<file path="src/core/bis_regs.svh">
// register offsets, field positions, reset values and time figures of the burner sequencer
// assumes a 20 MHz system clock and a byte-addressed 32-bit register bus
`ifndef BIS_REGS_SVH
`define BIS_REGS_SVH

// byte offsets
`define BIS_CTRL_OFS      4'h0
`define BIS_DEMAND_OFS    4'h4
`define BIS_STATUS_OFS    4'h8
`define BIS_OUTPUTS_OFS   4'hc

// control fields
`define BIS_CTRL_CALL     0
`define BIS_CTRL_STAGED   1
`define BIS_CTRL_SPLIT    2
`define BIS_CTRL_TWOSTG   3
`define BIS_CTRL_RST      4'h0
`define BIS_DEMAND_RST    8'h00

// status fields
`define BIS_ST_STATE_LSB  0
`define BIS_ST_TRIAL_LSB  8
`define BIS_ST_FLAME      10
`define BIS_ST_RESTART    11
`define BIS_ST_OPENPH     12

// timing
`define BIS_CLK_HZ        20000000
`define BIS_TICK_S        1
`define BIS_PURGE_S       30
`define BIS_AIR_OPEN_S    5
`define BIS_IGN_S         10
`define BIS_WARMUP_S      60
`define BIS_POST_PURGE_S  45
`define BIS_LOCKOUT_S     3600
`define BIS_MAX_RUN_S     21600
`define BIS_MAX_TRIALS    3

`endif

</file>
<file path="src/core/bis_pkg.sv">
// types shared by the burner sequencer modules
// assumes nothing beyond a SystemVerilog compiler
package bis_pkg;

  // sequencer states, one-hot
  typedef enum logic [7:0] {
    ST_OFF    = 8'h01,
    ST_CHECK  = 8'h02,
    ST_PURGE  = 8'h04,
    ST_IGNITE = 8'h08,
    ST_WARMUP = 8'h10,
    ST_RUN    = 8'h20,
    ST_POST   = 8'h40,
    ST_LOCK   = 8'h80
  } bis_state_e;

  typedef logic [15:0] bis_secs_t;

endpackage

</file>
<file path="src/core/bis_tmr_if.sv">
// carrier between the sequencer and its seconds timer
// assumes one clock domain shared by both ends
interface bis_tmr_if;
  logic              load;
  bis_pkg::bis_secs_t secs;
  logic              done;

  modport ctl (output load, output secs, input done);
  modport tmr (input load, input secs, output done);
endinterface

</file>
<file path="src/core/bis_timer.sv">
// seconds countdown timer with its own tick prescaler
// assumes load is a one-cycle request; done is valid the cycle after load
`include "bis_regs.svh"
module bis_timer #(
  parameter int TICK_CYCLES = `BIS_CLK_HZ * `BIS_TICK_S
) (
  input  wire logic clk,
  input  wire logic rstn,
  bis_tmr_if.tmr    t
);
  logic [31:0]        pre_r;
  bis_pkg::bis_secs_t remain_r;
  logic               tick;

  assign tick   = (pre_r == 32'(TICK_CYCLES - 1));
  assign t.done = (remain_r == 16'h0000);

  // prescaler restarts on load so a period is never cut short
  always_ff @(posedge clk or negedge rstn)
  begin
    if (!rstn)
      pre_r <= 32'h0000_0000;
    else if (t.load || tick)
      pre_r <= 32'h0000_0000;
    else
      pre_r <= pre_r + 32'h0000_0001;
  end

  // seconds remaining
  always_ff @(posedge clk or negedge rstn)
  begin
    if (!rstn)
      remain_r <= 16'h0000;
    else if (t.load)
      remain_r <= t.secs;
    else if (tick && remain_r != 16'h0000)
      remain_r <= remain_r - 16'h0001;
  end
endmodule

</file>
<file path="src/core/bis_top.sv">
// burner ignition sequencer: state machine, output drive and Avalon-MM registers
// assumes switch and flame inputs already synchronous to clk; clk is 20 MHz
//
// The Avalon-MM interface to the registers and the placing of the registers were chosen for this implementation.
`include "bis_regs.svh"
module bis_top #(
  parameter int        TICK_CYCLES  = `BIS_CLK_HZ * `BIS_TICK_S,
  parameter logic [15:0] PURGE_S    = 16'(`BIS_PURGE_S / `BIS_TICK_S),
  parameter logic [15:0] AIR_OPEN_S = 16'(`BIS_AIR_OPEN_S / `BIS_TICK_S),
  parameter logic [15:0] IGN_S      = 16'(`BIS_IGN_S / `BIS_TICK_S),
  parameter logic [15:0] WARMUP_S   = 16'(`BIS_WARMUP_S / `BIS_TICK_S),
  parameter logic [15:0] POST_S     = 16'(`BIS_POST_PURGE_S / `BIS_TICK_S),
  parameter logic [15:0] LOCKOUT_S  = 16'(`BIS_LOCKOUT_S / `BIS_TICK_S),
  parameter logic [15:0] MAX_RUN_S  = 16'(`BIS_MAX_RUN_S / `BIS_TICK_S),
  parameter logic [7:0]  PURGE_SET  = 8'hc0,
  parameter logic [7:0]  LIGHT_IND  = 8'h80,
  parameter logic [7:0]  LIGHT_RATE = 8'h40,
  parameter logic [7:0]  VALVE_SET  = 8'h00,
  parameter logic [7:0]  SEC_THRESH = 8'h80,
  parameter logic [7:0]  HIGH_THRESH = 8'hf0
) (
  input  wire logic        clk,
  input  wire logic        rstn,
  input  wire logic [3:0]  avs_address,
  input  wire logic        avs_read,
  input  wire logic        avs_write,
  input  wire logic [31:0] avs_writedata,
  output logic      [31:0] avs_readdata,
  output logic             avs_waitrequest,
  input  wire logic        hilimit_closed,
  input  wire logic        rollout_closed,
  input  wire logic        airsw_closed,
  input  wire logic        valve_pos_ok,
  input  wire logic        flame,
  output logic             inducer_on,
  output logic      [7:0]  inducer_cmd,
  output logic      [7:0]  mod_rate,
  output logic             spark_on,
  output logic             ign_module_on,
  output logic             safety_valve_open,
  output logic             gas_valve_open,
  output logic             stage_high,
  output logic             secondary_on
);
  localparam logic [1:0] LAST_TRIAL = 2'(`BIS_MAX_TRIALS - 1);

  bis_pkg::bis_state_e state_r, state_nxt;
  logic [1:0]  trials_r, trials_nxt;
  logic        open_ph_r, open_ph_nxt;
  logic        seen_r, seen_nxt;
  logic        restart_r, restart_nxt;
  logic [3:0]  ctrl_r;
  logic [7:0]  demand_r;
  logic        ack_r;
  logic        safe_ok;
  logic        call;
  logic [22:0] out_nxt, out_r;

  bis_tmr_if tif();

  bis_timer #(.TICK_CYCLES(TICK_CYCLES)) u_timer (
    .clk  (clk),
    .rstn (rstn),
    .t    (tif.tmr)
  );

  assign call    = ctrl_r[`BIS_CTRL_CALL];
  assign safe_ok = hilimit_closed & rollout_closed;

  // bus slave: one wait cycle per access, then the answer
  assign avs_waitrequest = (avs_read | avs_write) & ~ack_r;

  always_ff @(posedge clk or negedge rstn)
  begin
    if (!rstn)
      ack_r <= 1'b0;
    else
      ack_r <= (avs_read | avs_write) & ~ack_r;
  end

  // register writes land on the edge where waitrequest is low
  always_ff @(posedge clk or negedge rstn)
  begin
    if (!rstn)
    begin
      ctrl_r   <= `BIS_CTRL_RST;
      demand_r <= `BIS_DEMAND_RST;
    end
    else if (avs_write && ack_r)
    begin
      if (avs_address == `BIS_CTRL_OFS)
        ctrl_r <= avs_writedata[3:0];
      else if (avs_address == `BIS_DEMAND_OFS)
        demand_r <= avs_writedata[7:0];
    end
  end

  // read data is captured in the wait cycle, so it stands at the answering edge
  always_ff @(posedge clk or negedge rstn)
  begin
    if (!rstn)
      avs_readdata <= 32'h0000_0000;
    else if (avs_read && !ack_r)
    begin
      unique case (avs_address)
        `BIS_CTRL_OFS:    avs_readdata <= {28'h0, ctrl_r};
        `BIS_DEMAND_OFS:  avs_readdata <= {24'h0, demand_r};
        `BIS_STATUS_OFS:  avs_readdata <= {19'h0, open_ph_r, restart_r, flame, trials_r,
                                           state_r};
        `BIS_OUTPUTS_OFS: avs_readdata <= {9'h0, out_r};
        default:          avs_readdata <= 32'h0000_0000;
      endcase
    end
  end

  // sequencer next state
  always_comb
  begin
    state_nxt   = state_r;
    trials_nxt  = trials_r;
    open_ph_nxt = open_ph_r;
    seen_nxt    = seen_r;
    restart_nxt = restart_r;
    unique case (state_r)
      bis_pkg::ST_OFF:
        if (call)
        begin
          state_nxt  = bis_pkg::ST_CHECK;
          trials_nxt = 2'b00;
        end
      bis_pkg::ST_CHECK:
        if (!call)
          state_nxt = bis_pkg::ST_OFF;
        else if (safe_ok && !airsw_closed && valve_pos_ok)
        begin
          state_nxt   = bis_pkg::ST_PURGE;
          open_ph_nxt = 1'b0;
          seen_nxt    = 1'b0;
          restart_nxt = 1'b0;
        end
      bis_pkg::ST_PURGE:
        if (!call || !safe_ok)
          state_nxt = bis_pkg::ST_POST;
        else if (!open_ph_r)
        begin
          // first phase: air switch must close under purge draft
          if (airsw_closed)
            seen_nxt = 1'b1;
          if (tif.done)
          begin
            if (seen_r || airsw_closed)
              open_ph_nxt = 1'b1;
            else
              state_nxt = bis_pkg::ST_OFF;
          end
        end
        else
        begin
          // second phase: inducer switched off, switch must open again
          if (!airsw_closed)
            state_nxt = bis_pkg::ST_IGNITE;
          else if (tif.done)
            state_nxt = bis_pkg::ST_OFF;
        end
      bis_pkg::ST_IGNITE:
        if (!call || !safe_ok)
          state_nxt = bis_pkg::ST_POST;
        else if (tif.done)
        begin
          // flame is judged only at trial end, the spark runs the full trial
          if (flame)
            state_nxt = bis_pkg::ST_WARMUP;
          else if (trials_r == LAST_TRIAL)
            state_nxt = bis_pkg::ST_LOCK;
          else
          begin
            state_nxt   = bis_pkg::ST_PURGE;
            trials_nxt  = trials_r + 2'b01;
            open_ph_nxt = 1'b0;
            seen_nxt    = 1'b0;
          end
        end
      bis_pkg::ST_WARMUP:
        if (!call || !safe_ok || !flame)
          state_nxt = bis_pkg::ST_POST;
        else if (tif.done)
          state_nxt = bis_pkg::ST_RUN;
      bis_pkg::ST_RUN:
        if (!call || !safe_ok || !airsw_closed || !flame)
          state_nxt = bis_pkg::ST_POST;
        else if (tif.done)
        begin
          state_nxt   = bis_pkg::ST_POST;
          restart_nxt = 1'b1;
        end
      bis_pkg::ST_POST:
        if (tif.done)
        begin
          restart_nxt = 1'b0;
          trials_nxt  = 2'b00;
          if (restart_r && call)
            state_nxt = bis_pkg::ST_CHECK;
          else
            state_nxt = bis_pkg::ST_OFF;
        end
      bis_pkg::ST_LOCK:
        if (tif.done)
          state_nxt = bis_pkg::ST_OFF;
      default:
        state_nxt = bis_pkg::ST_OFF;
    endcase
  end

  // state registers
  always_ff @(posedge clk or negedge rstn)
  begin
    if (!rstn)
    begin
      state_r   <= bis_pkg::ST_OFF;
      trials_r  <= 2'b00;
      open_ph_r <= 1'b0;
      seen_r    <= 1'b0;
      restart_r <= 1'b0;
    end
    else
    begin
      state_r   <= state_nxt;
      trials_r  <= trials_nxt;
      open_ph_r <= open_ph_nxt;
      seen_r    <= seen_nxt;
      restart_r <= restart_nxt;
    end
  end

  // one shared timer, reloaded on every state entry and purge phase change
  assign tif.load = (state_nxt != state_r) || (open_ph_nxt && !open_ph_r);

  always_comb
  begin
    unique case (state_nxt)
      bis_pkg::ST_PURGE:  tif.secs = open_ph_nxt ? AIR_OPEN_S : PURGE_S;
      bis_pkg::ST_IGNITE: tif.secs = IGN_S;
      bis_pkg::ST_WARMUP: tif.secs = WARMUP_S;
      bis_pkg::ST_RUN:    tif.secs = MAX_RUN_S;
      bis_pkg::ST_POST:   tif.secs = POST_S;
      bis_pkg::ST_LOCK:   tif.secs = LOCKOUT_S;
      default:            tif.secs = 16'h0001;
    endcase
  end

  // output drive decoded from the next state so pins align with state_r
  always_comb
  begin
    logic staged;
    logic hi;
    staged  = ctrl_r[`BIS_CTRL_STAGED];
    hi      = ctrl_r[`BIS_CTRL_TWOSTG] ? (demand_r >= HIGH_THRESH) : 1'b1;
    out_nxt = 23'h0;
    unique case (state_nxt)
      bis_pkg::ST_PURGE:
        if (!open_ph_nxt)
        begin
          out_nxt[22]    = 1'b1;
          out_nxt[15:8]  = PURGE_SET;
        end
      bis_pkg::ST_IGNITE, bis_pkg::ST_WARMUP:
      begin
        out_nxt[22]    = 1'b1;
        out_nxt[15:8]  = LIGHT_IND;
        out_nxt[7:0]   = staged ? 8'h00 : LIGHT_RATE;
        out_nxt[16]    = (state_nxt == bis_pkg::ST_IGNITE);
        out_nxt[17]    = (state_nxt == bis_pkg::ST_IGNITE);
        out_nxt[18]    = 1'b1;
        out_nxt[19]    = staged;
      end
      bis_pkg::ST_RUN:
      begin
        out_nxt[22]    = 1'b1;
        out_nxt[18]    = 1'b1;
        out_nxt[21]    = ctrl_r[`BIS_CTRL_SPLIT] && (demand_r >= SEC_THRESH);
        if (staged)
        begin
          out_nxt[19]   = 1'b1;
          out_nxt[20]   = hi;
          out_nxt[15:8] = LIGHT_IND;
        end
        else
        begin
          out_nxt[7:0]  = demand_r;
          out_nxt[15:8] = demand_r;
        end
      end
      bis_pkg::ST_POST:
      begin
        out_nxt[22]    = 1'b1;
        out_nxt[15:8]  = LIGHT_IND;
        out_nxt[7:0]   = staged ? 8'h00 : VALVE_SET;
      end
      default:
        out_nxt = 23'h0;
    endcase
  end

  always_ff @(posedge clk or negedge rstn)
  begin
    if (!rstn)
      out_r <= 23'h0;
    else
      out_r <= out_nxt;
  end

  assign mod_rate          = out_r[7:0];
  assign inducer_cmd       = out_r[15:8];
  assign spark_on          = out_r[16];
  assign ign_module_on     = out_r[17];
  assign safety_valve_open = out_r[18];
  assign gas_valve_open    = out_r[19];
  assign stage_high        = out_r[20];
  assign secondary_on      = out_r[21];
  assign inducer_on        = out_r[22];

  // checks on the sequencer
  AST_CHECK_NEEDS_CALL: assert property (@(posedge clk) disable iff (!rstn)
    (state_r == bis_pkg::ST_CHECK) && ($past(state_r) != bis_pkg::ST_CHECK) |-> $past(call))
    else $error("check entered without call for heat");

  AST_PURGE_GUARD: assert property (@(posedge clk) disable iff (!rstn)
    ($past(state_r) == bis_pkg::ST_CHECK) && (state_r == bis_pkg::ST_PURGE)
      |-> $past(safe_ok && !airsw_closed && valve_pos_ok))
    else $error("purge entered with a failed system check");

  AST_PURGE_DRAFT: assert property (@(posedge clk) disable iff (!rstn)
    (state_r == bis_pkg::ST_PURGE) && !open_ph_r |-> inducer_on && inducer_cmd == PURGE_SET)
    else $error("purge without purge draft");

  AST_TRIAL_SPARK: assert property (@(posedge clk) disable iff (!rstn)
    (state_r == bis_pkg::ST_IGNITE) |-> spark_on && ign_module_on && safety_valve_open
      && inducer_cmd == LIGHT_IND)
    else $error("spark or valve dropped during trial");

  AST_LOCK_AFTER_THREE: assert property (@(posedge clk) disable iff (!rstn)
    (state_r == bis_pkg::ST_LOCK) && ($past(state_r) != bis_pkg::ST_LOCK)
      |-> $past(trials_r) == LAST_TRIAL && !$past(flame))
    else $error("lockout without three failed trials");

  AST_RUN_AFTER_WARMUP: assert property (@(posedge clk) disable iff (!rstn)
    (state_r == bis_pkg::ST_RUN) && ($past(state_r) != bis_pkg::ST_RUN)
      |-> $past(state_r) == bis_pkg::ST_WARMUP)
    else $error("run entered without warmup");

  AST_RUN_RATE: assert property (@(posedge clk) disable iff (!rstn)
    (state_r == bis_pkg::ST_RUN) && !ctrl_r[`BIS_CTRL_STAGED] ##1 (state_r == bis_pkg::ST_RUN)
      |-> mod_rate == $past(demand_r) && inducer_cmd == $past(demand_r))
    else $error("firing rate does not follow demand");

  AST_RUN_TRIP: assert property (@(posedge clk) disable iff (!rstn)
    (state_r == bis_pkg::ST_RUN) && (!call || !safe_ok) |=> state_r == bis_pkg::ST_POST
      && !safety_valve_open && !gas_valve_open)
    else $error("run did not end on trip or lost call");

  AST_POST_DRIVE: assert property (@(posedge clk) disable iff (!rstn)
    (state_r == bis_pkg::ST_POST) |-> !safety_valve_open && inducer_on
      && inducer_cmd == LIGHT_IND && !spark_on)
    else $error("post-purge drive wrong");

  AST_OFF_QUIET: assert property (@(posedge clk) disable iff (!rstn)
    (state_r == bis_pkg::ST_OFF) |-> out_r == 23'h0)
    else $error("output energized in off state");
endmodule

</file>
<file path="config.mk">
export PLATFORM = sky130hd
export DESIGN_NAME = bis_top
export DESIGN_NICKNAME = d
export VERILOG_FILES = /design/src/core/bis_pkg.sv /design/src/core/bis_tmr_if.sv /design/src/core/bis_timer.sv /design/src/core/bis_top.sv
export VERILOG_INCLUDE_DIRS = /design/src /design/src/core
export SDC_FILE = /design/constraint.sdc
export NUM_CORES = 1
export LEC_CHECK = 0
export BUFFER_PORTS_ARGS = -buffer_cell sky130_fd_sc_hd__buf_2
export CAP_MARGIN = 20
export CORE_UTILIZATION = 46
export DETAILED_ROUTE_END_ITERATION = 12
export PLACE_DENSITY_LB_ADDON = 0.08
export RECOVER_POWER = 50
export SLEW_MARGIN = 15
export SYNTH_ARGS = -nofsm -noshare
export SYNTH_HDL_FRONTEND = slang
export SYNTH_SLANG_ARGS = --single-unit
</file>
<file path="constraint.sdc">
create_clock -name clk -period 4 [get_ports clk]
set_clock_uncertainty 0.2 [all_clocks]
set_input_delay 0.2 -clock clk [delete_from_list [all_inputs] [get_ports clk]]
set_output_delay 0.2 -clock clk [all_outputs]
set_load 0.05 [all_outputs]
</file>
After elaboration in Yosys (flattened, before gate mapping). Index checks and enable logic that the tools add are counted.

Register bits: 129. Latch bits: 0. RAM bits: 0. Bits in read-only memories: 0. Input bits: 45. Output and inout port bits: 56. Logic and storage cells: 162. Memories kept: 0.

Add/sub/neg operators: 3. Multiply operators: 0. Divide/modulo/power cells: 0. Order comparisons: 2. Equal/unequal tests: 33. Shift operators: 0. Muxes and demuxes: 71. Bitwise logic cells: 5. Reduce and logical (&&, ||, !) cells: 36.

Operators by type and width (count): two-way mux 8 bit (21); one-hot mux 23 bit (4 select lines) (1); one-hot mux 15 bit (6 select lines) (1); one-hot mux 8 bit (8 select lines) (1); adder 32 x 1 -> 32 bit (second input constant) (1); == test 32 x 25 -> 1 bit (second input constant) (1); two-way mux 16 bit (2); two-way mux 32 bit (1); != test 2 bit (second input constant) (13); two-way mux 1 bit (24); one-hot mux 8 bit (3 select lines) (1); two-way mux 2 bit (10); == test 8 x 3 -> 1 bit (second input constant) (2); == test 8 x 4 -> 1 bit (second input constant) (2); == test 8 x 5 -> 1 bit (second input constant) (2); == test 8 x 6 -> 1 bit (second input constant) (2); == test 8 x 7 -> 1 bit (second input constant) (2); == test 8 bit (second input constant) (2); >= comparator 8 bit (second input constant) (2); zero test 16 bit (1); one-hot mux 8 bit (2 select lines) (1); nonzero test 16 bit (1); subtractor 16 x 1 -> 16 bit (second input constant) (1); AND reduction 10 bit (1); other kinds (29) (54).

Depth between registers and ports, before layout. Gate-level depths: netlist of the first run.

Depth in word-level cells: 11. Depth in mapped cells: 11. Gate-level depth less buffers: 10.

Modules after synthesis. Synthesis of the first run repeated with hierarchy kept, for this count alone.

Cells, all modules: 642. Area, all modules: 6452.4 um2.

By module, submodules not included: bis_top (instances 1, cells each 347, area an instance 3604.7 um2, seq. area each 1752.9 um2); bis_timer (instances 1, cells each 295, area an instance 2847.7 um2, seq. area each 1201.2 um2).

Worst setup path before layout of the first run. No wires, ideal clock.

Path kind: flip-flop to flip-flop. Start: register state_r[7]. End: register u_timer.remain_r[3]. Setup time: 0.079 ns. Data arrival time: 2.683 ns. Required time: 3.721 ns. Setup slack: 1.038 ns. Cell stages (with the launch flop): 10. Buffers on the path: 2. Period minus slack after synthesis: 2.962 ns. Cells stage by stage: dfrtp_1 > buf_6 > or4_4 > or3_1 > nor3_2 > o31ai_1 > o31a_2 > nor4_4 > buf_6 > mux2i_1.

Word-level cells in the longest chain between the ends: 8. Elaborated cells between the ends (all ways): 39. Classes of those cells: eq/ne: 15; mux: 21; reduce/logical: 3.

RTL lines: start: declaration (RTL line bis_top.sv:47) `bis_pkg::bis_state_e state_r, state_nxt;`; start signal: assignment (RTL line bis_top.sv:219) `state_r <= bis_pkg::ST_OFF;`; start signal: assignment (RTL line bis_top.sv:227) `state_r <= state_nxt;`; two-way mux 8 bit (on tied branches) (RTL line bis_top.sv:151, bis_top.sv:162, bis_top.sv:207); two-way mux 8 bit (on tied branches) (RTL line bis_top.sv:149, bis_top.sv:160); two-way mux 8 bit (RTL line bis_top.sv:144) `else if (!open_ph_r)`; two-way mux 8 bit (RTL line bis_top.sv:142) `if (!call || !safe_ok)`; one-hot mux 8 bit (8 select lines) (RTL line bis_top.sv:124) `unique case (state_r)`; == test 8 bit, or another cell as far along (RTL line bis_top.sv:240) `unique case (state_nxt)`; one-hot mux 15 bit (6 select lines) or logical OR 1 bit (tied branches) (RTL line bis_top.sv:240, bis_top.sv:236); two-way mux 16 bit or nonzero test 2 bit (tied branches); end signal: assignment (RTL line bis_timer.sv:35) `remain_r <= t.secs;`; end signal: assignment (RTL line bis_timer.sv:37) `remain_r <= remain_r - 16'h0001;`; end: declaration (RTL line bis_timer.sv:12) `bis_pkg::bis_secs_t remain_r;`.

Several ways; a longest one is shown, not always the timed one. A chain may end at the register's enable or synchronous reset.

Worst setup path after layout of the first run.
Start: register u_timer.remain_r[6]. End: register u_timer.remain_r[5].

Word-level cells in the longest chain between the ends: 9. Elaborated cells between the ends (all ways): 34. Classes of those cells: eq/ne: 7; mux: 21; reduce/logical: 6.

RTL lines: zero test 16 bit * (RTL line bis_timer.sv:16) `assign t.done = (remain_r == 16'h0000);`; two-way mux 8 bit (RTL line bis_top.sv:162, bis_top.sv:207); two-way mux 8 bit (RTL line bis_top.sv:160) `if (!airsw_closed)`; two-way mux 8 bit (RTL line bis_top.sv:144); two-way mux 8 bit (RTL line bis_top.sv:142); one-hot mux 8 bit (8 select lines) * (RTL line bis_top.sv:124); via state_nxt[5] (RTL line bis_top.sv:47); == test 8 bit, or another cell as far along (RTL line bis_top.sv:240); one-hot mux 15 bit (6 select lines) or logical OR 1 bit (tied branches) (RTL line bis_top.sv:240, bis_top.sv:236); two-way mux 16 bit or nonzero test 2 bit (tied branches).

Mark *: on every way through the listed nets, which the timed path passes. The rest lies on a longest branch.

==> impl_metrics.toml, run 1 <==
[routing]
vias_per_cell = 5.612
vias = 5073
drtIter0Drc = 464
drcViolationCount = 0
firstDrtPassIters = 5
wl_per_cell_um = 17.36
wirelength_um = 15690
ant_nets = 0

[placed_design]
preCtsSetupSlack_ns = 0.08506
dp_hpwl_um = 10890
gp_congestion = 0.8936
portBuffers = 67

[synth]
ys_ff_latch = 118
ys_warn_count = 0
ys_async_sr_fraction = 1.000
synth-seq-area-share = 0.4717
yosys.area.top_type_share = 0.4675
ys.flop_type = "dfrtp_1"
syn_avg_cell_area_um2 = 10.05
synth_edf_count = 0
ys_types = 71
synthTopCellsByArea = "dfrtp_1 47%, xor2_1 3.4%, nor2_2 3.1%"
synthesis.area_um2 = 6262
yosysTopAreaCell = "dfrtp_1"
synthCells = 623

[clock_tree]
cts.reportedPaths.clkPinSlew_ns = 0.05
cts_sinks = 118
ctsLongestPathBuffers = 2
htree_levels = 4
clockRootBuffer = "clkbuf_16"
insertion_delay_ns = 0.42
cts_made_buffers = 17
cts_tree = "done"
post_cts_resized = 0

[floorplan]
io_pins = 101
core-area_um2 = 13240
die_h_um = 118.7
initial_core_util = 0.4729
die_area_um2 = 14080
rows = 42
die_x_um = 118.7

[pwr]
combPwrFrac = 0.218
power_switching_w = 0.001199
total_leakage_power_nw = 3.344
powerDensity_nw_per_um2 = 511.9
power.internal_w = 0.002626
clkPwrFrac = 0.420
pwr-share-seq = 0.362
vdd_drop_max_uv = 363.6
p_sw_frac = 0.3134
total_power_w = 0.003825

[global_routing]
grtUsageTotal = 0.2413
gr-total-overflow = 0
grt_pass1_wl_um = 26320
grt_pass1_vias = 4992
grt_antenna_before_repair = 0
grt_max_degree = 69

[final_layout]
nFillCells = 1194
drive_gt1_frac = 0.1951
fin_nets = 763
area_delta_synth_final_pct = 19.30
final_cell_mix = "117 x dfrtp_1, 49 x clkbuf_1, 48 x nand2_1, 39 x nor2_1, 31 x nor2_2"
num_antenna_cells = 0
layout_commonest_cell = "dfrtp_1"

[sta]
rsz0062_at_grt = "no"
tightest_slew_ns = 1.684
setup_ws_ns = 0.4843
fin_crit_sh = 0.8789
hold_viol = 0
finalSetupViolations = 0
finalSetupTns_ns = 0
clock.fmax_ghz = 0.2844
drv_slew = 69
period_needed_ns = 3.516
relSlewSlack = -0.1225

[outcome]
outcome = "complete, but fails checks"
violations = "capacitance limit, slew limit"

[setup_path]
critPathMaxStageDelay_ns = 0.44
rrSetupSlack_ns = 0.48
critPathRequiredTime_ns = 4.09
cp-start-kind = "register"
path_class = "reg2reg"
crit_slowest_cell = "or3_1"
critPathLaunch = "u_timer.remain_r[6]"
path_max_fanout = 10
worst_setup_path_end_kind = "register"
crit_top_cell = "or3_1"
timing.rr.start = "u_timer.remain_r[6]"
cp_cell_sequence = "or3_1 -> or3_1 -> nor3_2 -> buf_4 -> nor2_1 -> o31a_1 -> nor2b_1 -> inv_1 -> nor2_2 -> a22oi_1"
crit_arrival_ns = 3.60

[hold_path]
min-delay-start = "avs_address[3]"
hp-class = "in2reg"

[run]
max-cap-violations = 1
routing by layer:
metal / track usage / up-vias / share of wire
li1: - / 2391 / -
met1: 0.3422 / 2520 / 0.48
met2: 0.3596 / 143 / 0.46
met3: 0.05840 / 19 / 0.048
met4: 0.08307 / 0 / 0.016
met5: 0 / - / 0
sequential cells by signal, indices dropped and copies added, names as in the netlist:
| register | flops |
|---|---|
| state_r | 8 |
| u_timer.pre_r | 32 |
| ctrl_r | 4 |
| trials_r | 2 |
| open_ph_r | 1 |
| ack_r | 1 |
| out_r | 22 |
| u_timer.remain_r | 16 |
| demand_r | 8 |
| avs_readdata | 22 |
| restart_r | 1 |
| seen_r | 1 |
timing repair:
action | in CTS | in global routing
hold buffers | 14 | 0
buffers inserted | 0 | 2
endpoints found under the hold margin | 82 | 0
endpoints found under the setup margin | 0 | 33
cells by family (layout without fill, tap and decap cells):
| group | after synthesis | after routing | synth area share |
|---|---|---|---|
| AOI/OAI and AO/OA | 108 | 108 | 0.1197 |
| DFF | 118 | 118 | 0.4717 |
| xor gates and xnor gates | 41 | 41 | 0.05734 |
| and+or+nand+nor | 273 | 273 | 0.2448 |
| muxes | 26 | 26 | 0.05235 |
| other | 1 | 9 | 0.0005988 |
| adders and majority gates | 3 | 3 | 0.005995 |
| buffers and inverters | 53 | 150 | 0.04755 |
Yosys cell counts (4+ instances only):
cell type / n
dfrtp_1: 117
nand2_1: 48
nor2_1: 39
nor2_2: 31
nand3_1: 27
xor2_1: 24
and2_1: 20
a21oi_1: 19
o21ai_0: 19
and3_1: 17
xnor2_1: 17
clkbuf_1: 15
inv_1: 15
buf_4: 14
mux2_2: 14
a22o_1: 13
nor3_1: 13
nor2b_1: 11
nor4_1: 11
or3_1: 10
mux2i_1: 8
o31ai_1: 8
a211oi_1: 7
a31oi_1: 7
nand2b_1: 7
nand4_1: 7
a22oi_1: 6
buf_6: 6
a21o_1: 4
and4_1: 4
mux4_2: 4
nor3_2: 4
area by class of cell:
cell class	count	area (um^2)	share of cell area
multi-input cells	460	3040	0.4070
flip-flops and latches	118	2954	0.3954
clock buffers	21	480.5	0.06431
inverters	15	56.30	0.007536
repair buffers	103	574.3	0.07687
clock inverters	11	145.1	0.01943
well taps	176	220.2	0.02948
power groups by stage:
stage	Combinational (W)	Sequential, W	Clock, W
2_1_floorplan	0.000683	0.00138	0
3_3_place_gp	0.000794	0.00140	0
3_5_place_dp	0.000804	0.00140	0
4_1_cts	0.000818	0.00138	0.00164
5_1_grt	0.000920	0.00140	0.00169
6_report	0.000833	0.00139	0.00161
worst max-delay path: cells and delay by family (launching register included):
| kind | cells | cell delay, ns |
|---|---|---|
| and+or+nand+nor | 6 | 1.88 |
| DFF | 1 | 0.43 |
| AOI/OAI and AO/OA | 2 | 0.38 |
| buffers and inverters | 2 | 0.50 |
metrics by stage:
step	utilization	hold WS (ns)	instances	cell area, um^2
final	0.5642	0.07530	904	7471
after global routing	0.5642	0.1026	904	7471
after CTS	0.5682	0.05905	902	7525
after detailed placement	0.5104	0.1615	856	6759
after global placement	0.5104	0.1491	856	6759
after floorplan	-	-0.2956	631	6292
path summary, 6_finish.rpt:
check	cells past startpoint	endpoint
max reg2reg	10	u_timer.remain_r[5]
max in group asynchronous	3	u_timer.remain_r[6]
min reg2reg	1	ack_r
min in group asynchronous	2	avs_readdata[6]
min	3	avs_readdata[7]
max	10	u_timer.remain_r[5]
No activity file was read; power rests on OpenSTA's default activity.
==> run 2, diff against run 1 <==
--- a/config.mk
+++ b/config.mk
@@ -10,9 +10,11 @@
 export CAP_MARGIN = 20
 export CORE_UTILIZATION = 46
 export DETAILED_ROUTE_END_ITERATION = 12
+export GPL_ROUTABILITY_DRIVEN = 0
 export PLACE_DENSITY_LB_ADDON = 0.08
 export RECOVER_POWER = 50
 export SLEW_MARGIN = 15
 export SYNTH_ARGS = -nofsm -noshare
 export SYNTH_HDL_FRONTEND = slang
+export SYNTH_HIERARCHICAL = 1
 export SYNTH_SLANG_ARGS = --single-unit
==> impl_metrics.toml, run 2 <==
[outcome]
violations = "capacitance limit, slew limit"
outcome = "complete, but fails checks"

[synth]
synth_edf_count = 0
synth_common_cells = "117 x dfrtp_1, 58 x nand2_1, 58 x nor2_1"
ys_ff_latch = 118
ys.flop_type = "dfrtp_1"
yosysMostFrequentCell = "dfrtp_1"
synthCells = 642
yosys.area.top_type_share = 0.4538
yosysTopAreaCell = "dfrtp_1"
ys_types = 70
ys_async_sr_fraction = 1.000
synthTopCellsByArea = "dfrtp_1 45%, nand2_1 3.4%, nor2_1 3.4%"
syn_avg_cell_area_um2 = 10.05
ys_warn_count = 6
synth-seq-area-share = 0.4578
synthesis.area_um2 = 6452

[clock_tree]
ctsLongestPathBuffers = 2
post-cts-setup-buffers = 0
cts_sinks = 118
cts_tree = "done"
cts.reportedPaths.clkPinSlew_ns = 0.06
insertion_delay_ns = 0.41
htree_levels = 4
cts_made_buffers = 17
clockRootBuffer = "clkbuf_16"

[pwr]
total_leakage_power_nw = 3.361
vdd_drop_max_uv = 270.2
total_power_w = 0.003645
powerDensity_nw_per_um2 = 479.2

[routing]
wl_per_cell_um = 17.10
drcViolationCount = 0
ant_nets = 0
firstDrtPassIters = 6
vias = 5141
vias_per_cell = 5.625
wirelength_um = 15630
drtIter0Drc = 336

[setup_path]
cp-start-kind = "register"
crit_arrival_ns = 3.79
critPathRequiredTime_ns = 4.13
crit_slowest_cell = "or3b_2"
critPathTopFamily = "simple AND/OR/NAND/NOR gates"
path_class = "reg2reg"
cp_cell_sequence = "inv_1 -> ha_1 -> nor4b_2 -> and4_1 -> or3b_2 -> o311a_1 -> a21oi_1 -> a41oi_1 -> nor4_1 -> o2111ai_2 -> o21bai_2 -> buf_4 -> a21oi_1"
crit_top_cell = "a21oi_1"
critPathBufInv = 2
path_max_fanout = 31
worst_setup_path_end_kind = "register"
critPathMaxStageDelay_ns = 0.53

[sta]
tightest_slew_ns = 1.795
whs_ns = 0.09198
hold_viol = 0
relSlewSlack = -0.1966
finalSetupTns_ns = 0
clock.fmax_ghz = 0.2730
period_needed_ns = 3.663
fin_crit_sh = 0.9157
drv_slew = 74
finalSetupViolations = 0
rsz0062_at_grt = "no"
setup_ws_ns = 0.3373

[final_layout]
num_antenna_cells = 0
final_cell_mix = "117 x dfrtp_1, 58 x nor2_1, 58 x nand2_1, 49 x clkbuf_1"
area_delta_synth_final_pct = 17.88
layout_commonest_cell = "dfrtp_1"
drive_gt1_frac = 0.1491
largest_registers = "u_timer/pre_r (32), avs_readdata (22), out_r (22)"
regMostFlops = "u_timer/pre_r"
largest_reg_flops = 32
fin_nets = 773

[global_routing]
grt_max_degree = 74
gr-total-overflow = 0
grt_pass1_vias = 5120
grtUsageTotal = 0.2295
grt_antenna_before_repair = 0
grt_pass1_wl_um = 25540

[run]
max-cap-violations = 1

[floorplan]
die_x_um = 120.4
io_pins = 101
die_h_um = 120.4
initial_core_util = 0.4796
core-area_um2 = 13450
die_area_um2 = 14500
rows = 42

[hold_path]
hp-class = "in2reg"

[placed_design]
dp_hpwl_um = 11080
portBuffers = 67
preCtsSetupSlack_ns = 0.3662
-- run 2: cell count changes in the layout (fill, tap and decap cells not counted), moves of 7 or more --
cell	previous run	this run
a21oi_1	19	10
buf_4	20	10
nand2_1	48	58
nand4_1	7	20
nor2_1	39	58
nor2_2	31	0
nor4_2	2	9
o21ai_1	1	13
o31ai_1	8	0
-- run 2: worst reg2reg max path, cell delays in order (launching register included) --
cell	delay [ns]
dfrtp_1	0.42
inv_1	0.08
ha_1	0.18
nor4b_2	0.29
and4_1	0.28
or3b_2	0.53
o311a_1	0.16
a21oi_1	0.15
a41oi_1	0.07
nor4_1	0.34
o2111ai_2	0.22
o21bai_2	0.24
buf_4	0.26
a21oi_1	0.18
-- run 2: path summary, 6_finish.rpt --
kind,startpoint,end,slack (ns),cells after the start
setup / recovery,u_timer/remain_r[0],u_timer/pre_r[27],0.34,13
hold / removal,avs_address[3],avs_readdata[8],0.09,3
setup reg to reg,u_timer/remain_r[0],u_timer/pre_r[27],0.34,13
hold reg to reg,avs_readdata[6],avs_readdata[6],0.28,2
max in group asynchronous,rstn,avs_readdata[6],1.13,3
min in group asynchronous,rstn,avs_readdata[8],0.61,2
-- run 2: logic make-up after synthesis --
logic type                 count (synthesis)  synth area share
buffers and inverters                     58           0.04634
xor gates and xnor gates                  38           0.05158
DFF                                      118            0.4578
adders and majority gates                  3          0.005818
muxes                                     25           0.04925
AOI/OAI and AO/OA                        106            0.1152
other                                      1         0.0005812
and+or+nand+nor                          293            0.2734
-- run 2: final cells by class --
class / count / area (um^2)
Timing Repair Buffer: 92 / 495.5
Clock buffer: 19 / 442.9
Fill cell: 1242 / 5847
Multi-Input combinational cell: 478 / 3254
Tap cell: 176 / 220.2
Sequential cell: 118 / 2954
Clock inverter: 13 / 171.4
Inverter: 18 / 67.56
-- run 2: what timing repair did --
action                                 in CTS  in global routing
endpoints found under the hold margin      89                  0
resized for setup                           0                  0
hold buffers                               14                  0
-- run 2: per-layer routing --
metal	track usage	share of wire	vias up
li1	-	-	2475
met1	0.2914	0.44	2511
met2	0.3886	0.50	140
met3	0.05708	0.044	15
met4	0.06327	0.0092	0
met5	0	0	-
-- run 2: power breakdown --
| part | internal, W | switching [W] | total [W] | leakage [nW] |
|---|---|---|---|---|
| clock | 0.00100 | 0.000555 | 0.00156 | 0.283 |
| combinational | 0.000265 | 0.000430 | 0.000695 | 1.47 |
| sequential | 0.00128 | 0.000112 | 0.00139 | 1.61 |
-- run 2: per-stage QoR --
stage                     instance area, um^2    util  instances
after global routing                     7606  0.5654        914
after detailed placement                 6917  0.5141        868
final                                    7606  0.5654        914
after floorplan                          6497       -        654
after global placement                   6917  0.5141        868
after CTS                                7671  0.5702        914
